`config.mk`:
```
export PLATFORM = sky130hd
export DESIGN_NAME = mls_link_events
export DESIGN_NICKNAME = d
export VERILOG_FILES = /design/src/design/mls_pkg.sv /design/src/design/mls_frame_if.sv /design/src/design/mls_frame_obs.sv /design/src/design/mls_link_events.sv
export SDC_FILE = /design/constraint.sdc
export NUM_CORES = 1
export LEC_CHECK = 0
export ABC_AREA = 1
export BUFFER_PORTS_ARGS = -buffer_cell sky130_fd_sc_hd__buf_2
export CAP_MARGIN = 10
export CORE_UTILIZATION = 40
export DETAILED_ROUTE_END_ITERATION = 10
export PLACE_DENSITY = 0.66
export RECOVER_POWER = 25
export SYNTH_ARGS = -nofsm -noshare
export SYNTH_HDL_FRONTEND = slang
export SYNTH_SLANG_ARGS = --single-unit
```
`constraint.sdc`:
```
create_clock -name clk_sys -period 5.4 [get_ports clk_sys]
set_clock_uncertainty 0.2 [all_clocks]
set_input_delay 0.27 -clock clk_sys [delete_from_list [all_inputs] [get_ports clk_sys]]
set_output_delay 0.27 -clock clk_sys [all_outputs]
set_load 0.01 [all_outputs]
```
`src/design/mls_pkg.sv`:
```
// Shared constants and types of the MDIO link status and event block
package mls_pkg;

  // Register bus geometry
  localparam int unsigned ADDR_W = 8;
  localparam int unsigned DATA_W = 32;
  localparam int unsigned PHY_ADDR_W = 5;
  localparam int unsigned NUM_PHY = 32;
  localparam int unsigned NUM_SEL_DOC = 2;

  // Register offsets (byte addresses)
  localparam logic [7:0] OFF_LINK_STATE = 8'h00;
  localparam logic [7:0] OFF_LINK_RAW = 8'h04;
  localparam logic [7:0] OFF_LINK_MASKED = 8'h08;
  localparam logic [7:0] OFF_USER_RAW = 8'h0C;
  localparam logic [7:0] OFF_SEL0 = 8'h10;
  localparam logic [7:0] OFF_SEL1 = 8'h14;
  localparam logic [7:0] OFF_IRQ_STATUS = 8'h18;
  localparam logic [7:0] OFF_IRQ_ENABLE = 8'h1C;
  localparam logic [7:0] OFF_IRQ_CLEAR = 8'h20;

  // Reset values
  localparam logic [31:0] RST_LINK_STATE = 32'h0000_0000;
  localparam logic [1:0] RST_EVENT = 2'h0;
  localparam logic [4:0] RST_SEL_ADDR = 5'h00;
  localparam logic RST_SEL_IRQ_EN = 1'b0;
  localparam logic [2:0] RST_IRQ = 3'h0;

  // User PHY selector fields
  localparam int unsigned SEL_ADDR_LSB = 0;
  localparam int unsigned SEL_IRQ_EN_BIT = 8;

  // Block interrupt status bits
  localparam int unsigned IRQ_W = 3;
  localparam int unsigned IRQ_STATUS_READ = 0;
  localparam int unsigned IRQ_NO_ACK = 1;
  localparam int unsigned IRQ_LINK_CHG = 2;

  // Management frame layout as seen after the start-of-frame zero
  localparam int unsigned HEAD_BITS = 13;
  localparam int unsigned HEAD_W = 4;
  localparam int unsigned DATA_BITS = 16;
  localparam logic [1:0] OP_READ = 2'h2;
  localparam logic [4:0] GEN_STATUS_REG = 5'h01;
  localparam int unsigned LINK_STATUS_BIT = 2;
  localparam int unsigned OP_MSB = 11;
  localparam int unsigned PHY_MSB = 9;
  localparam int unsigned REG_MSB = 4;

  typedef enum logic [1:0] {
    OBS_IDLE = 2'h0,
    OBS_HEAD = 2'h1,
    OBS_TURN = 2'h3,
    OBS_DATA = 2'h2
  } mls_obs_state_t;

endpackage : mls_pkg

```
`src/design/mls_frame_if.sv`:
```
// Carrier between the core and the management frame observer
`timescale 1ns/10ps
`default_nettype none
interface mls_frame_if;
  logic mdc_rise;
  logic mdio_bit;
  logic done;
  logic [4:0] phy_addr;
  logic ack;
  logic link;

  modport observer (input mdc_rise, input mdio_bit,
                    output done, output phy_addr, output ack, output link);
  modport core (output mdc_rise, output mdio_bit,
                input done, input phy_addr, input ack, input link);
endinterface : mls_frame_if
`default_nettype wire

```
`src/design/mls_frame_obs.sv`:
```
// Watches management frames and reports finished status register reads
`timescale 1ns/10ps
`default_nettype none
module mls_frame_obs
  import mls_pkg::*;
(
  // Clock and reset
  input wire logic clk_sys,
  input wire logic rst_sync_n,
  // Frame carrier
  mls_frame_if.observer fr
);

  mls_obs_state_t state;
  logic [4:0] cnt;
  logic [HEAD_BITS-1:0] head;
  logic ack_seen;
  logic link_seen;
  logic status_read;

  assign status_read = (head[OP_MSB -: 2] == OP_READ)
                    && (head[REG_MSB -: 5] == GEN_STATUS_REG);

  always_ff @(posedge clk_sys or negedge rst_sync_n) begin
    if (!rst_sync_n) begin
      state <= OBS_IDLE;
      cnt <= 5'h00;
    end else if (fr.mdc_rise) begin
      case (state)
        OBS_IDLE: begin
          // Preamble and idle bus read as ones; the first zero starts a frame
          if (!fr.mdio_bit) begin
            state <= OBS_HEAD;
            cnt <= 5'h00;
          end
        end
        OBS_HEAD: begin
          cnt <= cnt + 5'h01;
          if (cnt == 5'(HEAD_BITS - 1)) begin
            state <= OBS_TURN;
            cnt <= 5'h00;
          end
        end
        OBS_TURN: begin
          cnt <= cnt + 5'h01;
          if (cnt == 5'h01) begin
            state <= OBS_DATA;
            cnt <= 5'h00;
          end
        end
        OBS_DATA: begin
          cnt <= cnt + 5'h01;
          if (cnt == 5'(DATA_BITS - 1)) begin
            state <= OBS_IDLE;
          end
        end
        default: state <= OBS_IDLE;
      endcase
    end
  end

  always_ff @(posedge clk_sys or negedge rst_sync_n) begin
    if (!rst_sync_n) begin
      head <= '0;
      ack_seen <= 1'b0;
      link_seen <= 1'b0;
    end else if (fr.mdc_rise) begin
      if (state == OBS_HEAD) begin
        head <= {head[HEAD_BITS-2:0], fr.mdio_bit};
      end
      // The device answers by pulling the second turnaround bit low
      if (state == OBS_TURN && cnt == 5'h01) begin
        ack_seen <= !fr.mdio_bit;
      end
      if (state == OBS_DATA && cnt == 5'(DATA_BITS - 1 - LINK_STATUS_BIT)) begin
        link_seen <= fr.mdio_bit;
      end
    end
  end

  always_ff @(posedge clk_sys or negedge rst_sync_n) begin
    if (!rst_sync_n) begin
      fr.done <= 1'b0;
      fr.phy_addr <= 5'h00;
      fr.ack <= 1'b0;
      fr.link <= 1'b0;
    end else begin
      fr.done <= fr.mdc_rise && state == OBS_DATA
              && cnt == 5'(DATA_BITS - 1) && status_read;
      if (fr.mdc_rise && state == OBS_DATA && cnt == 5'(DATA_BITS - 1)) begin
        fr.phy_addr <= head[PHY_MSB -: 5];
        fr.ack <= ack_seen;
        fr.link <= link_seen;
      end
    end
  end

endmodule : mls_frame_obs
`default_nettype wire

```
`src/design/mls_link_events.sv`:
```
// Per-address link state, link change events and block interrupt
`timescale 1ns/10ps
`default_nettype none
module mls_link_events
  import mls_pkg::*;
#(
  parameter int unsigned NUM_SEL = NUM_SEL_DOC
)
(
  // Clock and reset
  input wire logic clk_sys,
  input wire logic rst_n,
  // Register port
  input wire logic [ADDR_W-1:0] reg_addr,
  input wire logic [DATA_W-1:0] reg_wdata,
  input wire logic reg_wr,
  input wire logic reg_rd,
  output logic [DATA_W-1:0] reg_rdata,
  // Management pins as seen by this block
  input wire logic mdc,
  input wire logic mdio_in,
  // Completion pulses from the user access channels
  input wire logic [1:0] user_cmd_done,
  // Interrupt
  output logic irq
);

  if (NUM_SEL < 1 || NUM_SEL > NUM_SEL_DOC) begin : g_bad_num_sel
    $error("NUM_SEL must lie between 1 and 2");
  end

  // Offsets are held as byte addresses of one fixed width
  if (ADDR_W != $bits(OFF_LINK_STATE)) begin : g_bad_addr
    $error("ADDR_W must match the width of the register offsets");
  end

  // One link bit per PHY address, and the whole map must fit a bus word
  if (NUM_PHY != (1 << PHY_ADDR_W) || NUM_PHY > DATA_W) begin : g_bad_phy_map
    $error("NUM_PHY must equal the PHY address space and fit the data word");
  end

  // Selector address and enable fields must not overlap
  if (SEL_ADDR_LSB + PHY_ADDR_W > SEL_IRQ_EN_BIT || SEL_IRQ_EN_BIT >= DATA_W) begin : g_bad_sel
    $error("Selector fields overlap or leave the data word");
  end

  // Every status bit needs a slot in the status, enable and clear words
  if (IRQ_W > DATA_W || IRQ_STATUS_READ >= IRQ_W || IRQ_NO_ACK >= IRQ_W
      || IRQ_LINK_CHG >= IRQ_W) begin : g_bad_irq
    $error("Interrupt status bits do not fit the status word");
  end

  // Sticky update: an incoming set beats a clear in the same cycle
  function automatic logic [1:0] w1c2(
    input logic [1:0] cur,
    input logic [1:0] clr,
    input logic [1:0] set
  );
    w1c2 = (cur & ~clr) | set;
  endfunction : w1c2

  function automatic logic [IRQ_W-1:0] w1c3(
    input logic [IRQ_W-1:0] cur,
    input logic [IRQ_W-1:0] clr,
    input logic [IRQ_W-1:0] set
  );
    w1c3 = (cur & ~clr) | set;
  endfunction : w1c3

  function automatic logic hit(
    input logic [ADDR_W-1:0] addr,
    input logic [ADDR_W-1:0] off
  );
    hit = (addr == off);
  endfunction : hit

  // Selector register image, shared by both selector read slots
  function automatic logic [DATA_W-1:0] sel_word(
    input logic [PHY_ADDR_W-1:0] addr,
    input logic en
  );
    sel_word = '0;
    sel_word[SEL_ADDR_LSB +: PHY_ADDR_W] = addr;
    sel_word[SEL_IRQ_EN_BIT] = en;
  endfunction : sel_word

  // Reset release
  logic rst_meta_n;
  logic rst_sync_n;

  always_ff @(posedge clk_sys or negedge rst_n) begin
    if (!rst_n) begin
      rst_meta_n <= 1'b0;
      rst_sync_n <= 1'b0;
    end else begin
      rst_meta_n <= 1'b1;
      rst_sync_n <= rst_meta_n;
    end
  end

  // Pin synchronisers; the management clock is sampled, not used as a clock
  logic mdc_meta;
  logic mdc_sync;
  logic mdc_prev;
  logic mdio_meta;
  logic mdio_sync;

  always_ff @(posedge clk_sys or negedge rst_sync_n) begin
    if (!rst_sync_n) begin
      mdc_meta <= 1'b0;
      mdc_sync <= 1'b0;
      mdc_prev <= 1'b0;
    end else begin
      mdc_meta <= mdc;
      mdc_sync <= mdc_meta;
      mdc_prev <= mdc_sync;
    end
  end

  // Idle bus is pulled high, so the data synchroniser resets to one
  always_ff @(posedge clk_sys or negedge rst_sync_n) begin
    if (!rst_sync_n) begin
      mdio_meta <= 1'b1;
      mdio_sync <= 1'b1;
    end else begin
      mdio_meta <= mdio_in;
      mdio_sync <= mdio_meta;
    end
  end

  // Frame observer
  mls_frame_if fr ();

  assign fr.mdc_rise = mdc_sync && !mdc_prev;
  assign fr.mdio_bit = mdio_sync;

  mls_frame_obs u_obs (
    .clk_sys(clk_sys),
    .rst_sync_n(rst_sync_n),
    .fr(fr)
  );

  // Write decode
  logic wr_link_raw;
  logic wr_link_masked;
  logic wr_user_raw;
  logic wr_sel0;
  logic wr_sel1;
  logic wr_irq_enable;
  logic wr_irq_clear;

  assign wr_link_raw = reg_wr && hit(reg_addr, OFF_LINK_RAW);
  assign wr_link_masked = reg_wr && hit(reg_addr, OFF_LINK_MASKED);
  assign wr_user_raw = reg_wr && hit(reg_addr, OFF_USER_RAW);
  assign wr_sel0 = reg_wr && hit(reg_addr, OFF_SEL0);
  assign wr_sel1 = reg_wr && hit(reg_addr, OFF_SEL1);
  assign wr_irq_enable = reg_wr && hit(reg_addr, OFF_IRQ_ENABLE);
  assign wr_irq_clear = reg_wr && hit(reg_addr, OFF_IRQ_CLEAR);

  // User PHY selectors
  logic [4:0] sel_addr [2];
  logic [1:0] sel_irq_en;

  always_ff @(posedge clk_sys or negedge rst_sync_n) begin
    if (!rst_sync_n) begin
      sel_addr[0] <= RST_SEL_ADDR;
      sel_irq_en[0] <= RST_SEL_IRQ_EN;
    end else if (wr_sel0) begin
      sel_addr[0] <= reg_wdata[SEL_ADDR_LSB +: PHY_ADDR_W];
      sel_irq_en[0] <= reg_wdata[SEL_IRQ_EN_BIT];
    end
  end

  // A selector above NUM_SEL stays at reset and never raises events
  always_ff @(posedge clk_sys or negedge rst_sync_n) begin
    if (!rst_sync_n) begin
      sel_addr[1] <= RST_SEL_ADDR;
      sel_irq_en[1] <= RST_SEL_IRQ_EN;
    end else if (wr_sel1 && NUM_SEL > 1) begin
      sel_addr[1] <= reg_wdata[SEL_ADDR_LSB +: PHY_ADDR_W];
      sel_irq_en[1] <= reg_wdata[SEL_IRQ_EN_BIT];
    end
  end

  // Link state; software writes never reach it
  logic [NUM_PHY-1:0] link_state;
  logic [NUM_PHY-1:0] next_link_state;
  logic new_link;

  // An unanswered read clears the bit, so a missing PHY reads as link down
  assign new_link = fr.ack && fr.link;

  always_comb begin
    next_link_state = link_state;
    if (fr.done) begin
      next_link_state[fr.phy_addr] = new_link;
    end
  end

  always_ff @(posedge clk_sys or negedge rst_sync_n) begin
    if (!rst_sync_n) begin
      link_state <= RST_LINK_STATE;
    end else begin
      link_state <= next_link_state;
    end
  end

  // Change detection per selector
  logic [1:0] link_chg;

  always_comb begin
    link_chg = 2'h0;
    for (int i = 0; i < 2; i++) begin
      if (i < NUM_SEL && fr.done && fr.phy_addr == sel_addr[i]
          && link_state[fr.phy_addr] != new_link) begin
        link_chg[i] = 1'b1;
      end
    end
  end

  // Link change events
  logic [1:0] link_raw;
  logic [1:0] link_masked;
  logic [1:0] raw_clr;
  logic [1:0] masked_clr;
  logic [1:0] masked_set;

  assign raw_clr = wr_link_raw ? reg_wdata[1:0] : 2'h0;
  assign masked_clr = wr_link_masked ? reg_wdata[1:0] : 2'h0;
  assign masked_set = link_chg & sel_irq_en;

  always_ff @(posedge clk_sys or negedge rst_sync_n) begin
    if (!rst_sync_n) begin
      link_raw <= RST_EVENT;
    end else begin
      link_raw <= w1c2(link_raw, raw_clr, link_chg);
    end
  end

  always_ff @(posedge clk_sys or negedge rst_sync_n) begin
    if (!rst_sync_n) begin
      link_masked <= RST_EVENT;
    end else begin
      link_masked <= w1c2(link_masked, masked_clr, masked_set);
    end
  end

  // User command completion events, same write-one-to-clear behaviour
  logic [1:0] user_raw;
  logic [1:0] user_clr;

  assign user_clr = wr_user_raw ? reg_wdata[1:0] : 2'h0;

  always_ff @(posedge clk_sys or negedge rst_sync_n) begin
    if (!rst_sync_n) begin
      user_raw <= RST_EVENT;
    end else begin
      user_raw <= w1c2(user_raw, user_clr, user_cmd_done);
    end
  end

  // Block interrupt: sticky status, enable, write-only clear
  logic [IRQ_W-1:0] irq_status;
  logic [IRQ_W-1:0] irq_enable;
  logic [IRQ_W-1:0] irq_set;
  logic [IRQ_W-1:0] irq_clr;
  logic [IRQ_W-1:0] next_irq_status;
  logic [IRQ_W-1:0] next_irq_enable;

  always_comb begin
    irq_set = '0;
    irq_set[IRQ_STATUS_READ] = fr.done;
    irq_set[IRQ_NO_ACK] = fr.done && !fr.ack;
    irq_set[IRQ_LINK_CHG] = |link_chg;
  end

  assign irq_clr = wr_irq_clear ? reg_wdata[IRQ_W-1:0] : '0;
  assign next_irq_status = w1c3(irq_status, irq_clr, irq_set);
  assign next_irq_enable = wr_irq_enable ? reg_wdata[IRQ_W-1:0] : irq_enable;

  always_ff @(posedge clk_sys or negedge rst_sync_n) begin
    if (!rst_sync_n) begin
      irq_status <= RST_IRQ;
    end else begin
      irq_status <= next_irq_status;
    end
  end

  always_ff @(posedge clk_sys or negedge rst_sync_n) begin
    if (!rst_sync_n) begin
      irq_enable <= RST_IRQ;
    end else begin
      irq_enable <= next_irq_enable;
    end
  end

  // Level output from the next values, so it changes on the same edge as the status and enable registers;
  // registered so the pin cannot glitch while the bus decodes
  always_ff @(posedge clk_sys or negedge rst_sync_n) begin
    if (!rst_sync_n) begin
      irq <= 1'b0;
    end else begin
      irq <= |(next_irq_status & next_irq_enable);
    end
  end

  // Read mux
  logic [DATA_W-1:0] rd_mux;

  always_comb begin
    rd_mux = '0;
    case (reg_addr)
      OFF_LINK_STATE: rd_mux = link_state;
      OFF_LINK_RAW: rd_mux[1:0] = link_raw;
      OFF_LINK_MASKED: rd_mux[1:0] = link_masked;
      OFF_USER_RAW: rd_mux[1:0] = user_raw;
      OFF_SEL0: rd_mux = sel_word(sel_addr[0], sel_irq_en[0]);
      OFF_SEL1: rd_mux = sel_word(sel_addr[1], sel_irq_en[1]);
      OFF_IRQ_STATUS: rd_mux[IRQ_W-1:0] = irq_status;
      OFF_IRQ_ENABLE: rd_mux[IRQ_W-1:0] = irq_enable;
      // Write-only clear register reads as zero
      OFF_IRQ_CLEAR: rd_mux = '0;
      default: rd_mux = '0;
    endcase
  end

  // Data stand only in the cycle after the strobe, zero otherwise
  always_ff @(posedge clk_sys or negedge rst_sync_n) begin
    if (!rst_sync_n) begin
      reg_rdata <= '0;
    end else begin
      reg_rdata <= reg_rd ? rd_mux : '0;
    end
  end

endmodule : mls_link_events
`default_nettype wire

```
Word-level counts from Yosys, hierarchy flattened
Cells that the tools add are included.
{"block": "classes", "add_sub_neg": 1, "magnitude_cmp": 2, "n_eq_ne": 24, "muxes": 25, "bitwise": 14, "n_reduce_logical": 33}
{"cell": "case mux 29 bit (3 select lines)", "count": 1}
{"cell": "bitwise mux 32 bit", "count": 1}
{"cell": "equality test 8 x 5 -> 1 bit (second input constant)", "count": 4}
{"cell": "2-to-1 mux 32 bit", "count": 1}
{"cell": "logical AND 1 bit", "count": 21}
{"cell": "case mux 5 bit (4 select lines)", "count": 1}
{"cell": "equality test 8 x 4 -> 1 bit (second input constant)", "count": 2}
{"cell": "case mux 2 bit (8 select lines)", "count": 1}
{"cell": "equality test 5 x 4 -> 1 bit (second input constant)", "count": 3}
{"cell": "2-to-1 mux 5 bit", "count": 3}
{"cell": "2-to-1 mux 2 bit", "count": 7}
{"cell": "equality test 5 x 1 -> 1 bit (second input constant)", "count": 2}
{"cell": "equality test 5 bit", "count": 2}
{"cell": "AND 2 bit", "count": 4}
{"cell": "equality test 8 x 3 -> 1 bit (second input constant)", "count": 1}
{"cell": "equality test 8 x 6 -> 1 bit (second input constant)", "count": 1}
{"cell": "zero test 8 bit", "count": 1}
{"cell": "case mux 2 bit (4 select lines)", "count": 1}
{"cell": "AND reduction 2 bit", "count": 4}
{"cell": "AND 3 bit", "count": 2}
{"cell": "equality test 2 bit (second input constant)", "count": 3}
{"cell": "less-than comparator 5 x 6 -> 1 bit (second input constant)", "count": 1}
{"cell": "2-to-1 mux 3 bit", "count": 2}
{"cell": "!= test 2 x 1 -> 1 bit (second input constant)", "count": 3}
{"cell": "other kinds (18)", "count": 27}
{"block": "totals", "regBits": 125, "in_bits": 48, "output_inout_bits": 33, "word_cells": 127}

Logic depth before layout (Yosys ltp)
Gate-level depths: netlist of the first run.
{"block": "depth", "ltp_word": 9, "mapped_depth": 16, "mapped_depth_nobuf": 14}

By module
From an unflattened synthesis of the first run, not the netlist that was laid out.
{"block": "hier_totals", "hier_cells": 687, "area_unflattened_um2": 5888.1}
{"mod": "mls_link_events", "instances": 1, "cells_per_inst": 526, "area_per_inst_um2": 4470.5, "seq_area_each_um2": 2404.8}
{"mod": "mls_frame_obs", "instances": 1, "cells_per_inst": 161, "area_per_inst_um2": 1417.6, "seq_area_each_um2": 725.7}

Worst setup path after synthesis of the first run
OpenSTA, ideal clock, no wires.
{"block": "synth_timing", "kind": "register to register", "from": "register u_obs.cnt[0]", "to": "register u_obs.state[0]", "setup_time_ps": 84, "t_arrival_ps": 1499, "required_time_ps": 5116, "path_slack_ps": 3617, "path_stages_with_launch": 8, "n_path_buf": 0, "synth_period_minus_slack_ps": 1783, "path_cell_list": "dfrtp_1 -> ha_1 -> inv_1 -> nor2_1 -> ha_1 -> o311ai_0 -> o21ai_0 -> o21ai_0"}
{"block": "synth_via", "elab_chain_len": 3, "word_cells_on_any_way": 7, "cone_classes": "6 x eq/ne; 1 x reduce/logical"}
{"item": "start, declared", "line_no": "mls_frame_obs.sv:15", "rtl": "logic [4:0] cnt;"}
{"item": "start signal, assigned", "line_no": "mls_frame_obs.sv:38", "rtl": "cnt <= cnt + 5'h01;"}
{"item": "start signal, assigned", "line_no": "mls_frame_obs.sv:45", "rtl": "cnt <= cnt + 5'h01;"}
{"item": "start signal, assigned", "line_no": "mls_frame_obs.sv:52", "rtl": "cnt <= cnt + 5'h01;"}
{"item": "equality test 5 x 4 -> 1 bit, or another cell as far along", "line_no": "mls_frame_obs.sv:39", "rtl": "if (cnt == 5'(HEAD_BITS - 1)) begin"}
{"item": "!= test 2 x 1 -> 1 bit (no source line)"}
{"item": "AND reduction 5 bit (no source line) (*)"}
{"item": "end signal, assigned", "line_no": "mls_frame_obs.sv:40", "rtl": "state <= OBS_TURN;"}
{"item": "end signal, assigned", "line_no": "mls_frame_obs.sv:47", "rtl": "state <= OBS_DATA;"}
{"item": "end signal, assigned", "line_no": "mls_frame_obs.sv:54", "rtl": "state <= OBS_IDLE;"}
{"item": "end, declared", "line_no": "mls_frame_obs.sv:14", "rtl": "mls_obs_state_t state;"}
Mark *: on every way between the ends. The rest lies on a longest branch, timed or not.
A chain may end at the register's enable or synchronous reset.

==> qor.yml, run 1 <==
run_status:
  status: "finished with violations"
  failed_checks: "max-capacitance violations, max-slew violations"
clocking:
  cts_resized: 0
  clkTransAtPathRegs_ns: 0.05
  insertion_delay_ns: 0.41
  cts.sinks: 125
  cts.path.max_buffers: 2
  cts_setup_buffers: 0
  ctsRootBufferMaster: "clkbuf_16"
  cts_max_level: 4
  cts_tree: "built"
  numCtsBuffers: 17
worst_setup_path:
  crit_family: "flip-flops"
  cp_slowest_cell: "dfrtp_1"
  startpoint_type: "register"
  critical-path-max-stage-delay_ns: 2.41
  path_cells: "buf_4"
  cp-end-kind: "async pin"
  cp_data_arrival_time_ns: 3.64
  rrSetupSlack_ns: 2.06
  crit_type: "register to async pin"
  crit_required_ns: 5.70
  r2r_end: "fr.mdio_bit"
  rr_startpoint: "rst_sync_n"
  worst-path-buf-inv: 1
  cp_max_fo: 78
  worst_r2r_path_depth: 1
global_routing:
  overflow: 0
  grt_pass1_vias: 4515
  grt_max_degree: 79
  grt_pass1_wl_um: 21280
  antenna_found_initial: 0
  gr-usage-all-layers: 0.1890
floorplan:
  core-area_sq_um: 13830
  io_pins: 81
  die_area_sq_um: 14640
  initial_core_util: 0.4096
  die_w_um: 121.0
  die_h_um: 121.0
  rows: 43
pwr:
  internal_power_mw: 1.751
  pwr-share-clk: 0.464
  switchingPower_uw: 578.2
  leakage_nw: 3.060
  pwr-share-seq: 0.456
  switching_share: 0.2482
  power_frac_comb: 0.080
  p_total_mw: 2.330
  p_per_area_nw_per_um2: 348.4
  ir_drop_mv: 0.2169
logic_synthesis:
  postSynthAreaPerCell_sq_um: 8.530
  ys_seq_area_frac: 0.5527
  synthTopCellsByArea: "dfrtp_1, nand2_1, inv_1"
  yosys.cell_types.count: 41
  synthFlopType: "dfrtp_1"
  synthArstFlopShare: 1.000
  yosysMostFrequentCell: "nand2_1"
  synth_edf_count: 0
  yosys_warnings: 0
  syn-cell-area_sq_um: 5664
  synthTopCellsByCount: "nand2_1, dfrtp_1, inv_1"
  syn_inst: 664
  synth_top_area_cell: "dfrtp_1"
  synth-seq-cells: 125
  synth_top_area_frac: 0.5434
  syn_nets: 716
route:
  wirelength_um: 12520
  drtAntennaViolNets: 0
  drt-pass1-iter-count: 5
  vias: 4626
  wl_per_cell_um: 13.60
  drc: 0
  initialDrtViolationCount: 346
  via_per_inst: 5.023
sta:
  fmax_mhz: 299.7
  finalSetupTns_ns: 0
  finalHoldViolCount: 0
  fin_ws_ns: 2.063
  period_share: 0.6180
  timing.final.crit_period_ns: 3.337
  max_slew_margin: -1.040
  final-max-slew-violation-count: 79
  worst_slew_pin_slew_ns: 3.060
  rsz0062_at_grt: "false"
  setup_viol: 0
placed_design:
  post-dp-hpwl_um: 8549
  dp_worst_setup_slack_ns: 2.581
  gp_congestion: 0.9171
  numPortBuffers: 54
worst_hold_path:
  min_from: "reg_wdata[1]"
  min_to: "sel_addr[6]"
  hold_depth: 3
  hold_class: "input pin to register"
finish:
  n_antenna_cell: 0
  syn_to_final_growth_pct: 18.05
  nets: 781
  layout-drive-gt1-share: 0.1215
flow_run:
  cap_violations: 1
sequential cells by signal, summed over array words and instances, names as in the netlist, 2 cells and up:
name	cells
sel_irq_en	2
link_masked	2
u_obs.cnt	5
u_obs.head	12
irq_enable	3
sel_addr	10
irq_status	3
link_state	32
link_raw	2
u_obs.state	2
u_obs.fr.phy_addr	5
user_raw	2
reg_rdata	32
how the worst max path moves through the flow:
| stage | from | end | cells past startpoint |
|---|---|---|---|
| floorplan | rst_sync_n | irq | 0 |
| global placement | u_obs.fr.phy_addr[0] | link_state[23] | 6 |
| detailed placement | u_obs.fr.phy_addr[0] | link_state[23] | 6 |
| CTS | u_obs.fr.phy_addr[0] | link_state[23] | 6 |
| global route | rst_sync_n | sel_addr[1] | 1 |
| finish | rst_sync_n | fr.mdio_bit | 1 |
cells in the final DEF, fill, tap and decap left out, drive strengths merged, types with 12 or more instances in the layout:
cell         count
clkbuf          51
inv             96
dlygate4sd3     12
nor2            61
a21oi           30
buf             22
nand3           12
a31oi           28
nor3            16
o21ai           70
nand2          174
dfrtp          123
metal layers:
| metal | up-vias | part of all wire | global-route usage |
|---|---|---|---|
| li1 | 2274 | - | - |
| met1 | 2193 | 0.44 | 0.2307 |
| met2 | 139 | 0.50 | 0.3175 |
| met3 | 20 | 0.049 | 0.04511 |
| met4 | 0 | 0.014 | 0.08256 |
| met5 | - | 0 | 0 |
per-stage QoR:
step	hold slack (ns)	cells	area, sq um	utilization
4_1_cts	0.02606	921	6731	0.4868
2_1_floorplan	-0.2256	664	5664	-
6_report	0.03780	921	6686	0.4836
5_1_grt	0.07608	921	6686	0.4836
3_5_place_dp	-0.1404	878	6047	0.4373
3_3_place_gp	-0.1421	878	6047	0.4373
power groups by stage:
stage / Combinational, mW / Sequential [mW] / Clock [mW]
CTS: 0.189 / 1.06 / 1.10
floorplan: 0.128 / 1.07 / 0
detailed placement: 0.180 / 1.08 / 0
global placement: 0.166 / 1.07 / 0
finish: 0.187 / 1.06 / 1.08
global route: 0.221 / 1.07 / 1.15
layout make-up:
type                    instances  area (sq um)
repair buffers                 67         356.6
clock inverters                13         125.1
clock buffers                  18         439.2
fillers                      1302          7141
well taps                     180         225.2
multi-input cells             421          2038
flip-flops and latches        125          3131
inverters                      97         371.6
kinds of logic after synthesis:
kind of cell               Yosys count  share of synthesized area
AOI/OAI and AO/OA                  142                     0.1396
xor gates and xnor gates             3                   0.004640
adders and majority gates            4                   0.008836
buffers and inverters              118                    0.08747
DFF                                125                     0.5527
muxes                                2                   0.003976
other                                1                  0.0006621
and+or+nand+nor                    269                     0.2021
timing repair:
| item | in CTS | in global routing |
|---|---|---|
| hold buffers | 12 | 0 |
| hold endpoints to repair | 19 | 0 |
| setup endpoints to repair | 0 | 0 |
No activity file was read; power rests on OpenSTA's default activity.
==> run 2, diff against run 1 <==
==> constraint.sdc (replaced) <==
create_clock -name clk_sys -period 3.3 [get_ports clk_sys]
set_clock_uncertainty 0.2 [all_clocks]
set_input_delay 0.165 -clock clk_sys [delete_from_list [all_inputs] [get_ports clk_sys]]
set_output_delay 0.165 -clock clk_sys [all_outputs]
set_load 0.01 [all_outputs]
==> run 2 against run 1 <==
The flow now finishes without violations. First-iteration DRC count rose by 20%. Combinational power is 66% higher. Clock power grew 70%. Sequential power rose by 63%. Critical endpoint is now irq.
==> qor.yml, run 2 (synthesis results as in run 1) <==
finish:
  layout-drive-gt1-share: 0.1640  # +0.04254
  n_fill_cell: 1290  # -0.92%
  final_cell_mix: "nand2_1, dfrtp_1, inv_1"
  final_cell_area_sq_um: 6852  # +2.5%
  layout_commonest_cell: "nand2_1"
  largestRegisters: "link_state: 32 flops, reg_rdata: 32 flops, u_obs.head: 12 flops"
  syn_to_final_growth_pct: 20.96
  nets: 790  # +1.2%
  n_antenna_cell: 0  # unchanged
floorplan:
  initial_core_util: 0.4096  # unchanged
  core-area_sq_um: 13830  # unchanged
  rows: 43  # unchanged
  die_h_um: 121.0  # unchanged
  die_area_sq_um: 14640  # unchanged
  die_w_um: 121.0  # unchanged
  io_pins: 81  # unchanged
worst_setup_path:
  crit_required_ns: 3.40  # -2.30 ns
  startpoint_type: "register"
  cp_max_fo: 14  # -82%
  worst-path-buf-inv: 1  # unchanged
  path_cells: "inv_2, nand2_1, nand2_1, nand2_1, nand2_1, nor2_1, nand3_1, o211ai_1, nand2_2, nand2_1, nand2_1"
  cp_data_arrival_time_ns: 2.36  # -1.28 ns
  crit_family: "simple AND/OR/NAND/NOR gates"
  critical-path-max-stage-delay_ns: 0.70  # -1.71 ns
  crit_type: "register to register"
  cp_slowest_cell: "dfrtp_1"
  cp-end-kind: "register"
  cp_common_cell: "nand2_1"
route:
  vias: 4618  # -0.17%
  wl_per_cell_um: 13.44  # -1.1%
  drtAntennaViolNets: 0  # unchanged
  drc: 0  # unchanged
  wirelength_um: 12500  # -0.18%
  drt-pass1-iter-count: 5  # unchanged
  via_per_inst: 4.966  # -1.1%
  initialDrtViolationCount: 415  # +20%
global_routing:
  grt_pass1_wl_um: 21050  # -1.1%
  grt_pass1_vias: 4443  # -1.6%
  overflow: 0  # unchanged
  gr-usage-all-layers: 0.1852  # -0.003865
  grt_max_degree: 66  # -16%
  antenna_found_initial: 0  # unchanged
clocking:
  postCtsHoldBufs: 18  # +6
  clkTransAtPathRegs_ns: 0.06  # about the same
  numCtsBuffers: 17  # unchanged
  cts_setup_buffers: 0  # unchanged
  ctsRootBufferMaster: "clkbuf_16"
  cts_max_level: 4  # unchanged
  cts_tree: "built"
  insertion_delay_ns: 0.42  # about the same
  cts_resized: 0  # unchanged
  cts.sinks: 125  # unchanged
  cts.path.max_buffers: 2  # unchanged
placed_design:
  gp_congestion: 0.9024  # -1.6%
  place_area_sq_um: 6082  # +0.58%
  post-dp-hpwl_um: 8530  # -0.22%
  dp_worst_setup_slack_ns: 1.060  # -1.521 ns
  numPortBuffers: 54  # unchanged
worst_hold_path:
  hold_class: "input pin to register"
sta:
  fmax_mhz: 443.0  # +48%
  finalSetupTns_ns: 0  # unchanged
  rsz0062_at_grt: "false"
  finalHoldViolCount: 0  # unchanged
  max_slew_margin: 0.4814  # +1.521
  setup_viol: 0  # unchanged
  final-max-slew-violation-count: 0  # -100%
  worst_slew_pin_slew_ns: 0.7780  # -2.282 ns
  fin_ws_ns: 1.043  # -1.020 ns
  period_share: 0.6841  # +0.06610
  timing.final.crit_period_ns: 2.257  # -1.080 ns
pwr:
  p_per_area_nw_per_um2: 566.8  # +63%
  leakage_nw: 3.236  # +5.8%
  p_total_mw: 3.884  # +67%
  ir_drop_mv: 0.3574  # +65%
flow_run:
  cap_violations: 0  # -1
run_status:
  status: "completed"
[run 2: cell count changes in the layout (fill, tap and decap cells not counted)]
cell           delta
buf_4             +2
dlygate4sd3_1     +6
clkbuf_8          +3
buf_12            +1
dfrtp_4           +1
buf_2            +29
clkinv_2          -4
dfrtp_1           -1
clkinv_4          +1
clkbuf_1         -29
[run 2: worst reg2reg max path, delay by kind of cell, from the launching register on]
| kind | cells | cell delay, ns |
|---|---|---|
| buf+inv | 1 | 0.25 |
| flops | 1 | 0.70 |
| compound gates | 1 | 0.21 |
| simple gates | 9 | 0.79 |
[run 2: path summary, 6_finish.rpt]
kind	startpoint	to	slack [ns]	cells past startpoint
hold / removal	reg_addr[1]	reg_rdata[8]	0.04	6
setup / recovery	u_obs.fr.phy_addr[1]	irq	1.04	11
min in group asynchronous	rst_sync_n	u_obs.head[11]	0.22	0
hold reg to reg	mdc_meta	mdc_sync	0.15	0
max in group asynchronous	rst_sync_n	link_state[25]	1.87	1
setup reg to reg	u_obs.fr.phy_addr[1]	irq	1.04	11
[run 2: area by class of cell]
cell class                 count  area [sq um]  share of cell area
sequential                   125          3134              0.4575
multi-input combinational    421          2038              0.2975
timing repair buffer          76         488.0             0.07122
clock buffer                  21         480.5             0.07012
inverter                      97         371.6             0.05424
tap                          180         225.2             0.03287
clock inverter                10         113.9             0.01662
[run 2: metal layers]
layer,track usage,routed length (um),up-vias
li1,-,-,2285
met1,0.2402,5740,2198
met2,0.2932,5999,119
met3,0.04229,545,16
met4,0.08719,213,0
met5,0,0,-
[run 2: metrics by stage]
stage,hold WS [ns],util,instances
after CTS,0.005936,0.4959,930
after global routing,0.04945,0.4955,930
after floorplan,-0.3306,-,664
after global placement,-0.2484,0.4399,881
final,0.04295,0.4955,930
after detailed placement,-0.2491,0.4399,881
[run 2: report_power, final]
part / internal [mW] / switching, mW
clock network: 1.18 / 0.659
logic: 0.115 / 0.195
registers: 1.64 / 0.0910
